## config.mk

```make
export PLATFORM = sky130hd
export DESIGN_NAME = port_overcurrent_supervisor
export DESIGN_NICKNAME = d
export VERILOG_FILES = /design/src/rtl/ovc_pkg.sv /design/src/rtl/port_overcurrent_supervisor.sv
export SDC_FILE = /design/constraint.sdc
export NUM_CORES = 1
export LEC_CHECK = 0
export ABC_AREA = 1
export ABC_CLOCK_PERIOD_IN_PS = 4000
export BUFFER_PORTS_ARGS = -buffer_cell sky130_fd_sc_hd__buf_4
export CORE_MARGIN = 2
export CORE_UTILIZATION = 64
export CTS_CLUSTER_SIZE = 12
export DETAILED_ROUTE_END_ITERATION = 7
export PLACE_DENSITY = 0.82
export SLEW_MARGIN = 20
export SYNTH_ARGS = -nofsm -noshare
export SYNTH_HDL_FRONTEND = slang
export SYNTH_SLANG_ARGS = --single-unit
```

## constraint.sdc

```tcl
create_clock -name clk_sys -period 4 [get_ports clk_sys]
set_input_delay 0.2 -clock clk_sys [delete_from_list [all_inputs] [get_ports clk_sys]]
set_output_delay 0.2 -clock clk_sys [all_outputs]
set_load 0.05 [all_outputs]
```

## src/rtl/ovc_pkg.sv

```systemverilog
// constants, register map and types of the four-port overcurrent supervisor
// assumes one 200 MHz clock and a plain one-cycle register port
package ovc_pkg;

	// ----------------------------------------------------------------
	// size and timing
	// ----------------------------------------------------------------
	localparam int NPORT = 4;
	localparam int CLK_NS = 5;
	localparam int TICK_NS = 1000;
	localparam int TICK_CYC = (TICK_NS + CLK_NS - 1) / CLK_NS;
	localparam logic [7:0] TICK_LAST = 8'(TICK_CYC - 1);
	// recovery counts one step per four ticks
	localparam logic [1:0] SLOW_LAST = 2'h3;
	localparam logic [15:0] START_TICKS = 16'h0032;
	localparam logic [15:0] COOL_TICKS = 16'h03e8;
	localparam logic [15:0] CUT_TO_BASE = 16'h0010;
	localparam logic [15:0] LIM_TO_BASE = 16'h0008;

	// ----------------------------------------------------------------
	// register map
	// ----------------------------------------------------------------
	localparam logic [7:0] A_POWER = 8'h00;
	localparam logic [7:0] A_CUT01 = 8'h01;
	localparam logic [7:0] A_CUT23 = 8'h02;
	localparam logic [7:0] A_TIMING = 8'h03;
	localparam logic [7:0] A_CFG = 8'h04;
	localparam logic [7:0] A_FAULT = 8'h05;
	localparam logic [7:0] A_SLEVT = 8'h06;
	localparam logic [7:0] A_FMASK = 8'h07;
	localparam logic [7:0] A_SLMASK = 8'h08;
	localparam int CUT_HI_LSB = 4;
	localparam int TIM_CUT_LSB = 0;
	localparam int TIM_LIM_LSB = 2;
	localparam int CFG_SELF_BIT = 4;
	localparam int CFG_RSENSE_BIT = 5;
	localparam logic [1:0] TIMING_RST = 2'h0;
	localparam logic [2:0] CUT_RST = 3'h0;
	// self-managed codes: 374 mA single curve, 645 mA doubled curve
	localparam logic [2:0] CODE_TYPE1 = 3'h0;
	localparam logic [2:0] CODE_TYPE2 = 3'h6;

	// ----------------------------------------------------------------
	// types
	// ----------------------------------------------------------------
	typedef enum logic [1:0] {
		ST_OFF = 2'h0,
		ST_START = 2'h1,
		ST_ON = 2'h3,
		ST_COOL = 2'h2
	} port_st_e;

	function automatic logic [15:0] to_max(input logic [15:0] base, input logic [1:0] sel);
		return base << sel;
	endfunction : to_max

endpackage : ovc_pkg

```

## src/rtl/port_overcurrent_supervisor.sv

```systemverilog
// four-port overcurrent supervisor: inrush timer, timed cut tier, hard limit tier
// assumes comparator and power-good inputs are synchronous to clk_sys
//
// Summary of operation
// - inrush first, then cut and hard tiers
// - power-on starts inrush timer, inrush profile
// - still limiting at start end: off, flag
// - above cut: timer counts down, zero kills
// - below cut: slower count up, saturated
// - cut timeout field sets delay; flag, interrupt
// - three-bit code selects nominal cut threshold
// - hard limit folds back without waiting
// - high-power bit picks doubled or single curve
// - hard limit timer down; zero kills, flags
// - limit clears: slower count up, capped
// - inrush profile ignores high-power bit
// - foldback only after power good
// - short: gate to zero, foldback governs
// - host orders thresholds; self mode sets them
// - fault shutdown waits cool-down, then detect
//
// Implementation choices: the address-and-strobe port and the register offsets.
`timescale 1ns/100ps
module port_overcurrent_supervisor (
	input wire logic clk_sys,
	input wire logic nrst,
	input wire logic [7:0] addr,
	input wire logic [7:0] wr_data,
	input wire logic wr_en,
	input wire logic rd_en,
	output logic [7:0] rd_data,
	output logic irq,
	input wire logic [ovc_pkg::NPORT-1:0] inrush_limiting,
	input wire logic [ovc_pkg::NPORT-1:0] above_cut,
	input wire logic [ovc_pkg::NPORT-1:0] at_hard_limit,
	input wire logic [ovc_pkg::NPORT-1:0] short_detect,
	input wire logic [ovc_pkg::NPORT-1:0] power_good,
	input wire logic [ovc_pkg::NPORT-1:0] class_type2,
	output logic [ovc_pkg::NPORT-1:0] gate_en,
	output logic [ovc_pkg::NPORT-1:0] inrush_sel,
	output logic [ovc_pkg::NPORT-1:0] fold_2x_sel,
	output logic [ovc_pkg::NPORT-1:0] gate_zero,
	output logic [ovc_pkg::NPORT-1:0] detect_restart,
	output logic [ovc_pkg::NPORT*3-1:0] cut_threshold,
	output logic reduced_sense_select
);
	import ovc_pkg::*;

	// ----------------------------------------------------------------
	// state
	// ----------------------------------------------------------------
	typedef struct packed {
		port_st_e [NPORT-1:0] st;
		logic [NPORT-1:0][15:0] tmr;
		logic [NPORT-1:0][15:0] cut_cnt;
		logic [NPORT-1:0][15:0] lim_cnt;
		logic [NPORT-1:0][2:0] cut_code;
		logic [NPORT-1:0] hps;
		logic self_man;
		logic rsense;
		logic [1:0] cut_to;
		logic [1:0] lim_to;
		logic [NPORT-1:0] cut_flg;
		logic [NPORT-1:0] start_flg;
		logic [NPORT-1:0] lim_flg;
		logic [NPORT-1:0] fmask;
		logic [2*NPORT-1:0] slmask;
		logic [7:0] tick_cnt;
		logic [1:0] slow_cnt;
		logic [NPORT-1:0] gate_en;
		logic [NPORT-1:0] inrush;
		logic [NPORT-1:0] fold2x;
		logic [NPORT-1:0] gate_zero;
		logic [NPORT-1:0] det_restart;
		logic irq;
		logic [7:0] rd_data;
	} ovc_s;

	ovc_s s_r;
	ovc_s s_nxt;

	assign rd_data = s_r.rd_data;
	assign irq = s_r.irq;
	assign gate_en = s_r.gate_en;
	assign inrush_sel = s_r.inrush;
	assign fold_2x_sel = s_r.fold2x;
	assign gate_zero = s_r.gate_zero;
	assign detect_restart = s_r.det_restart;
	assign cut_threshold = s_r.cut_code;
	assign reduced_sense_select = s_r.rsense;

	// ----------------------------------------------------------------
	// next state
	// ----------------------------------------------------------------
	always_comb begin
		logic tick;
		logic slow;
		logic lim_cond;
		logic [15:0] cmax;
		logic [15:0] lmax;
		logic [NPORT-1:0] on_cmd;
		logic [NPORT-1:0] off_cmd;
		logic [NPORT-1:0] set_cut;
		logic [NPORT-1:0] set_start;
		logic [NPORT-1:0] set_lim;
		logic [NPORT-1:0] clr_f;
		logic [2*NPORT-1:0] clr_sl;
		s_nxt = s_r;
		tick = (s_r.tick_cnt == TICK_LAST);
		slow = tick && (s_r.slow_cnt == SLOW_LAST);
		lim_cond = 1'b0;
		cmax = to_max(CUT_TO_BASE, s_r.cut_to);
		lmax = to_max(LIM_TO_BASE, s_r.lim_to);
		on_cmd = (wr_en && addr == A_POWER) ? wr_data[NPORT-1:0] : '0;
		off_cmd = (wr_en && addr == A_POWER) ? wr_data[2*NPORT-1:NPORT] : '0;
		set_cut = '0;
		set_start = '0;
		set_lim = '0;
		clr_f = '0;
		clr_sl = '0;
		s_nxt.det_restart = '0;
		s_nxt.rd_data = '0;
		s_nxt.tick_cnt = tick ? 8'h00 : s_r.tick_cnt + 8'h01;
		if (tick) begin
			s_nxt.slow_cnt = s_r.slow_cnt + 2'h1;
		end

		// configuration writes come first so a self-managed power-on wins
		if (wr_en) begin
			case (addr)
				A_CUT01: begin
					s_nxt.cut_code[0] = wr_data[2:0];
					s_nxt.cut_code[1] = wr_data[CUT_HI_LSB +: 3];
				end
				A_CUT23: begin
					s_nxt.cut_code[2] = wr_data[2:0];
					s_nxt.cut_code[3] = wr_data[CUT_HI_LSB +: 3];
				end
				A_TIMING: begin
					s_nxt.cut_to = wr_data[TIM_CUT_LSB +: 2];
					s_nxt.lim_to = wr_data[TIM_LIM_LSB +: 2];
				end
				A_CFG: begin
					s_nxt.hps = wr_data[NPORT-1:0];
					s_nxt.self_man = wr_data[CFG_SELF_BIT];
					s_nxt.rsense = wr_data[CFG_RSENSE_BIT];
				end
				A_FMASK: s_nxt.fmask = wr_data[NPORT-1:0];
				A_SLMASK: s_nxt.slmask = wr_data;
				default: ;
			endcase
		end

		// every port runs its own copy of the sequencer
		for (int i = 0; i < NPORT; i++) begin
			lim_cond = at_hard_limit[i] || short_detect[i];
			case (s_r.st[i])
				ST_OFF: begin
					if (on_cmd[i]) begin
						s_nxt.st[i] = ST_START;
						s_nxt.tmr[i] = START_TICKS;
						if (s_r.self_man) begin
							s_nxt.cut_code[i] = class_type2[i] ? CODE_TYPE2 : CODE_TYPE1;
							s_nxt.hps[i] = class_type2[i];
						end
					end
				end
				ST_START: begin
					if (off_cmd[i]) begin
						s_nxt.st[i] = ST_OFF;
						s_nxt.det_restart[i] = 1'b1;
					end else if (s_r.tmr[i] != 16'h0000) begin
						if (tick) begin
							s_nxt.tmr[i] = s_r.tmr[i] - 16'h0001;
						end
					end else if (inrush_limiting[i]) begin
						set_start[i] = 1'b1;
						s_nxt.st[i] = ST_COOL;
						s_nxt.tmr[i] = COOL_TICKS;
					end else if (power_good[i]) begin
						// inrush profile is held until power good is seen
						s_nxt.st[i] = ST_ON;
						s_nxt.cut_cnt[i] = cmax;
						s_nxt.lim_cnt[i] = lmax;
					end
				end
				ST_ON: begin
					if (off_cmd[i]) begin
						s_nxt.st[i] = ST_OFF;
						s_nxt.det_restart[i] = 1'b1;
					end else begin
						if (above_cut[i]) begin
							if (s_r.cut_cnt[i] == 16'h0000) begin
								set_cut[i] = 1'b1;
							end else if (tick) begin
								s_nxt.cut_cnt[i] = s_r.cut_cnt[i] - 16'h0001;
							end
						end else if (s_r.cut_cnt[i] > cmax) begin
							s_nxt.cut_cnt[i] = cmax;
						end else if (slow && s_r.cut_cnt[i] < cmax) begin
							s_nxt.cut_cnt[i] = s_r.cut_cnt[i] + 16'h0001;
						end
						if (lim_cond) begin
							if (s_r.lim_cnt[i] == 16'h0000) begin
								set_lim[i] = 1'b1;
							end else if (tick) begin
								s_nxt.lim_cnt[i] = s_r.lim_cnt[i] - 16'h0001;
							end
						end else if (s_r.lim_cnt[i] > lmax) begin
							s_nxt.lim_cnt[i] = lmax;
						end else if (slow && s_r.lim_cnt[i] < lmax) begin
							s_nxt.lim_cnt[i] = s_r.lim_cnt[i] + 16'h0001;
						end
						if (set_cut[i] || set_lim[i]) begin
							s_nxt.st[i] = ST_COOL;
							s_nxt.tmr[i] = COOL_TICKS;
						end
					end
				end
				ST_COOL: begin
					// power requests are ignored until the cool-down ends
					if (s_r.tmr[i] == 16'h0000) begin
						s_nxt.st[i] = ST_OFF;
						s_nxt.det_restart[i] = 1'b1;
					end else if (tick) begin
						s_nxt.tmr[i] = s_r.tmr[i] - 16'h0001;
					end
				end
				default: s_nxt.st[i] = ST_OFF;
			endcase
			s_nxt.gate_en[i] = (s_nxt.st[i] == ST_START) || (s_nxt.st[i] == ST_ON);
			s_nxt.inrush[i] = (s_nxt.st[i] == ST_START);
			s_nxt.fold2x[i] = s_nxt.hps[i] && (s_nxt.st[i] == ST_ON);
			s_nxt.gate_zero[i] = short_detect[i] && s_r.gate_en[i];
		end

		// read port; event registers clear on read, a new event wins
		if (rd_en) begin
			case (addr)
				A_POWER: s_nxt.rd_data = {s_r.inrush, s_r.gate_en};
				A_CUT01: s_nxt.rd_data = {1'b0, s_r.cut_code[1], 1'b0, s_r.cut_code[0]};
				A_CUT23: s_nxt.rd_data = {1'b0, s_r.cut_code[3], 1'b0, s_r.cut_code[2]};
				A_TIMING: s_nxt.rd_data = {4'h0, s_r.lim_to, s_r.cut_to};
				A_CFG: s_nxt.rd_data = {2'h0, s_r.rsense, s_r.self_man, s_r.hps};
				A_FAULT: begin
					s_nxt.rd_data = {4'h0, s_r.cut_flg};
					clr_f = s_r.cut_flg;
				end
				A_SLEVT: begin
					s_nxt.rd_data = {s_r.lim_flg, s_r.start_flg};
					clr_sl = {s_r.lim_flg, s_r.start_flg};
				end
				A_FMASK: s_nxt.rd_data = {4'h0, s_r.fmask};
				A_SLMASK: s_nxt.rd_data = s_r.slmask;
				default: s_nxt.rd_data = 8'h00;
			endcase
		end
		s_nxt.cut_flg = (s_r.cut_flg & ~clr_f) | set_cut;
		s_nxt.start_flg = (s_r.start_flg & ~clr_sl[NPORT-1:0]) | set_start;
		s_nxt.lim_flg = (s_r.lim_flg & ~clr_sl[2*NPORT-1:NPORT]) | set_lim;
		s_nxt.irq = |(s_nxt.cut_flg & s_nxt.fmask) || |({s_nxt.lim_flg, s_nxt.start_flg} & s_nxt.slmask);
	end

	always_ff @(posedge clk_sys or negedge nrst) begin
		if (!nrst) begin
			s_r <= '0;
			s_r.cut_to <= TIMING_RST;
			s_r.lim_to <= TIMING_RST;
			s_r.cut_code <= {NPORT{CUT_RST}};
		end else begin
			s_r <= s_nxt;
		end
	end

	// ----------------------------------------------------------------
	// checks, one assertion copy per port so every port's faults are watched; start, cut and restart covers on port 0 only
	// ----------------------------------------------------------------
	logic [15:0] cmax0;
	logic [15:0] lmax0;
	logic tick0;
	logic slow0;
	assign cmax0 = to_max(CUT_TO_BASE, s_r.cut_to);
	assign lmax0 = to_max(LIM_TO_BASE, s_r.lim_to);
	assign tick0 = (s_r.tick_cnt == TICK_LAST);
	assign slow0 = tick0 && (s_r.slow_cnt == SLOW_LAST);

	for (genvar g = 0; g < NPORT; g++) begin : g_chk
		property p_inrush_on;
			@(posedge clk_sys) disable iff (!nrst)
			(s_r.st[g] == ST_OFF && wr_en && addr == A_POWER && wr_data[g])
			|=> (gate_en[g] && inrush_sel[g] && !fold_2x_sel[g] && s_r.tmr[g] == START_TICKS);
		endproperty
		a_inrush_on: assert property (p_inrush_on) else $error("power-on did not enter inrush");

		property p_start_off;
			@(posedge clk_sys) disable iff (!nrst)
			(s_r.st[g] == ST_START && s_r.tmr[g] == 16'h0000 && inrush_limiting[g] && !(wr_en && addr == A_POWER))
			|=> (!gate_en[g] && s_r.start_flg[g] && s_r.st[g] == ST_COOL);
		endproperty
		a_start_off: assert property (p_start_off) else $error("start fault not taken");

		property p_cut_down;
			@(posedge clk_sys) disable iff (!nrst)
			(s_r.st[g] == ST_ON && above_cut[g] && tick0 && s_r.cut_cnt[g] != 16'h0000 && !(wr_en && addr == A_POWER))
			|=> (s_r.cut_cnt[g] == $past(s_r.cut_cnt[g]) - 16'h0001);
		endproperty
		a_cut_down: assert property (p_cut_down) else $error("cut timer did not count down");

		property p_cut_up;
			@(posedge clk_sys) disable iff (!nrst)
			(s_r.st[g] == ST_ON && !above_cut[g] && tick0 && !slow0 && !(wr_en && addr == A_POWER))
			|=> (s_r.cut_cnt[g] == $past(s_r.cut_cnt[g]) || $past(s_r.cut_cnt[g]) > $past(cmax0));
		endproperty
		a_cut_up: assert property (p_cut_up) else $error("cut timer recovered at full rate");

		property p_cut_fault;
			@(posedge clk_sys) disable iff (!nrst)
			(s_r.st[g] == ST_ON && above_cut[g] && s_r.cut_cnt[g] == 16'h0000 && !(wr_en && addr == A_POWER))
			|=> (!gate_en[g] && s_r.cut_flg[g]) ##1 irq == (s_r.fmask[g] || $past(irq));
		endproperty
		a_cut_fault: assert property (p_cut_fault) else $error("cut expiry did not power off");

		property p_fold_sel;
			@(posedge clk_sys) disable iff (!nrst)
			(s_r.st[g] == ST_ON && !(wr_en && addr == A_CFG) && !(wr_en && addr == A_POWER))
			|=> (fold_2x_sel[g] == (s_r.hps[g] && gate_en[g]));
		endproperty
		a_fold_sel: assert property (p_fold_sel) else $error("foldback curve not from high power bit");

		property p_lim_fault;
			@(posedge clk_sys) disable iff (!nrst)
			(s_r.st[g] == ST_ON && at_hard_limit[g] && s_r.lim_cnt[g] == 16'h0000 && !(wr_en && addr == A_POWER))
			|=> (!gate_en[g] && s_r.lim_flg[g] && s_r.tmr[g] == COOL_TICKS);
		endproperty
		a_lim_fault: assert property (p_lim_fault) else $error("limit expiry did not power off");

		property p_lim_cap;
			@(posedge clk_sys) disable iff (!nrst)
			(s_r.st[g] == ST_ON && !at_hard_limit[g] && !short_detect[g] && !wr_en)
			|=> (s_r.lim_cnt[g] <= lmax0);
		endproperty
		a_lim_cap: assert property (p_lim_cap) else $error("limit timer above its cap");

		property p_on_needs_pg;
			@(posedge clk_sys) disable iff (!nrst)
			(s_r.st[g] == ST_START ##1 s_r.st[g] == ST_ON) |-> $past(power_good[g]);
		endproperty
		a_on_needs_pg: assert property (p_on_needs_pg) else $error("foldback entered without power good");

		property p_gate_zero;
			@(posedge clk_sys) disable iff (!nrst)
			(short_detect[g] && gate_en[g]) |=> gate_zero[g];
		endproperty
		a_gate_zero: assert property (p_gate_zero) else $error("short did not zero the gate");

		property p_cool_hold;
			@(posedge clk_sys) disable iff (!nrst)
			(s_r.st[g] == ST_ON ##1 s_r.st[g] == ST_COOL) |-> !gate_en[g] [*8];
		endproperty
		a_cool_hold: assert property (p_cool_hold) else $error("port repowered during cool-down");
	end

	c_start_fault: cover property (@(posedge clk_sys) disable iff (!nrst) s_r.start_flg[0] && !$past(s_r.start_flg[0]));
	c_cut_fault: cover property (@(posedge clk_sys) disable iff (!nrst) s_r.cut_flg[0] && !$past(s_r.cut_flg[0]));
	c_lim_fault: cover property (@(posedge clk_sys) disable iff (!nrst) (|s_r.lim_flg) && irq);
	c_restart: cover property (@(posedge clk_sys) disable iff (!nrst) detect_restart[0] && $past(s_r.st[0] == ST_COOL));

endmodule : port_overcurrent_supervisor

```

==> metrics <==
status complete, no violations; vias post-DR 22.8k; Core ar. 34,500 um2; num ports 86; Critical Path End Type flip-flop; Worst-Margin Slew 961 ps; nets@finish 3,624; Hold Crit Class primary input to flip-flop; DPL Wire Length 45,900 um; die width 191 um; drt first pass iters 6; Setup crit start kind flip-flop; die height 191 um; crit share post-route 0.776; H-tree Lvls 2; max layer used met4; Placer Congestion 0.988; fraction of layout cells with a size suffix above 1 0.0732; peak supply drop 0.380 mV; Routed Antenna Nets 0; routed len/inst 15.8 um; max frequency 322 MHz; Hold WS 15.2 ps; Rel. slew slack 0.357; Post-synth EDFFs 0; Clock transition at path regs 60 ps; Area Overhead vs Synth 8.40%; met2 routed WL 29,500 um; CTS Sinks 282; area of the multi-input gates 13,200 um2; synthesized instance count 3,507; sequential area share after synthesis 0.316; RSZ-0062 raised after global routing no; Total GRT Usage 0.345; register area 7060 um2; Clock Tree Root clkbuf_16; initial antenna violation count 1; P_leak 13.4 nW; Power Density 404 nW/um2; WL met1 27,000 um; most common cell in the synthesized netlist nand2_1; Max-Cap Viols 0; final slew viol count 0; 1st-iter DRT viols 1,925; Post-synth top cells nand2_1 (1,259), nor2_1 (399), nand3_1 (328); worst-skew pair later-pin latency 540 ps; top cell type's share of synthesized area 0.316; YS warnings 0; syn_area_per_cell 6.37 um2; endpoints failing hold 0; Setup Buffers After CTS 0; vias per std cell 5.71; Post-Syn Area 22,300 um2; clk_skew 27.8 ps; remaining global-route overflow 0; Met3 Routed Length 4770 um; crit path kind flip-flop to flip-flop; Site Rows 68; pin count of the biggest net entering global routing 103; Setup TNS 0 ps; Yosys top cell by area dfrtp_1; die area 36,400 um2; first-pass GRT wire length 103,000 um; Critical Path AT 3560 ps; worst-path fanout max 6; # fillers 2,946; Mapped Nets 3,617; final WL 63,100 um; FFs w/ async S/R, synth 1.00; Primary FF master, synth dfrtp_1; CTS tree done; Synth area leaders dfrtp_1 (32%), nand2_1 (21%), nand3_1 (7.3%); Synth cell types 51; Port Buffers 85; clk buf depth 3; Residual DRC 0; Final setup viols 0; Inserted Diodes 0; crit path time final 3110 ps; vias in the first global route 21.1k; Initial Utilization 0.648; #FFs+latches synth 282; WP data required 4450 ps; cts bufs inserted 34
-- worst paths after layout --
path	start	slack [ps]	depth (start not counted)	to
worst max-delay path	s_r[65]	890	13	s_r[186]
worst max register to register	s_r[65]	890	13	s_r[186]
worst min register to register	s_r[31]	470	1	s_r[31]
min in group asynchronous	nrst	300	2	s_r[166]
worst min-delay path	class_type2[1]	20	3	cut_threshold[5]
max in group asynchronous	nrst	2750	3	s_r[45]
-- layer usage --
layer / vias up / track usage
met2: 910 / 0.575
met4: 0 / 0.117
met3: 140 / 0.0495
li1: 11200 / -
met1: 10500 / 0.462
met5: - / 0
-- registers in the layout (all words and copies together) (netlist names) --
name and cells:
gate_en 1, inrush_sel 4, s_r 243, cut_threshold 12, gate_zero 4, detect_restart 4, irq 1, reduced_sense_select 1
rd_data 8, fold_2x_sel 4
-- power by group --
group | total (W) | switching, W | internal (W) | leakage, nW
registers | 0.00332 | 0.000272 | 0.00304 | 3.80
clock network | 0.00336 | 0.00128 | 0.00208 | 0.595
logic | 0.00311 | 0.00214 | 0.000965 | 9.04
total | 0.00978 | 0.00369 | 0.00609 | 13.4
-- worst max-delay path, cell delays in order (launching register included) --
cell and delay [ps]:
dfrtp_1 450, nor2_1 440, inv_1 230, ha_1 340, nand2_1 60, nor2_1 180
nor2_1 100, nand3_1 100, nand2_1 150, o21ai_0 620, nand2_1 140, nand2_1 100
nand2_1 50, nand2_1 90
-- cells in the final DEF (no fill, tap or decap), drive strengths merged, types with 9 or more instances in the layout --
cell type	Yosys	routed
nand2	1281	1281
nor2	423	423
nand3	336	336
inv	316	318
dfrtp	282	282
o21ai	170	170
xor2	105	105
buf	107	104
a21oi	91	91
nor3	84	84
nand4	68	68
ha	66	66
clkbuf	42	49
or2	27	27
xnor2	16	16
dlygate4sd3	0	16
nand3b	13	13
and3	10	10
nor4	9	9
-- per-stage QoR --
stage | area, um2 | util | instances | setup WS [ps] | total power, W
global placement | 22800 | 0.663 | 3917 | 1050 | 0.00631
finish | 24200 | 0.703 | 3994 | 894 | 0.00978
floorplan | 22300 | - | 3507 | 1750 | 0.00565
detailed placement | 22800 | 0.663 | 3917 | 1000 | 0.00639
global route | 24200 | 0.703 | 3994 | 721 | 0.0104
CTS | 24200 | 0.703 | 3994 | 984 | 0.00978
-- layout make-up --
| cell class | instances | share of cell area |
|---|---|---|
| Clock buffer | 49 | 0.0416 |
| Clock inverter | 12 | 0.00852 |
| Inverter | 320 | 0.0496 |
| Multi-Input combinational cell | 2756 | 0.545 |
| Sequential cell | 282 | 0.291 |
| Tap cell | 455 | 0.0235 |
| Timing Repair Buffer | 120 | 0.0402 |
-- timing repair --
item / CTS / global route
hold endpoints to repair: 120 / 0
resized for setup: 0 / 0
hold buffers: 16 / 0
-- cells by family (layout without fill, tap and decap cells) --
kind of cell,count (synthesis),in the layout,share of synthesized area
AO/OA/AOI/OAI,309,309,0.0758
adder cells (fa/ha/maj),66,66,0.0370
buffers and inverters,469,501,0.0934
flip-flops,282,282,0.316
XOR/XNOR,121,121,0.0474
AND/OR/NAND/NOR,2259,2259,0.430
multiplexers,1,1,0.000504
Note: power is estimated with default switching activity, not from simulation.
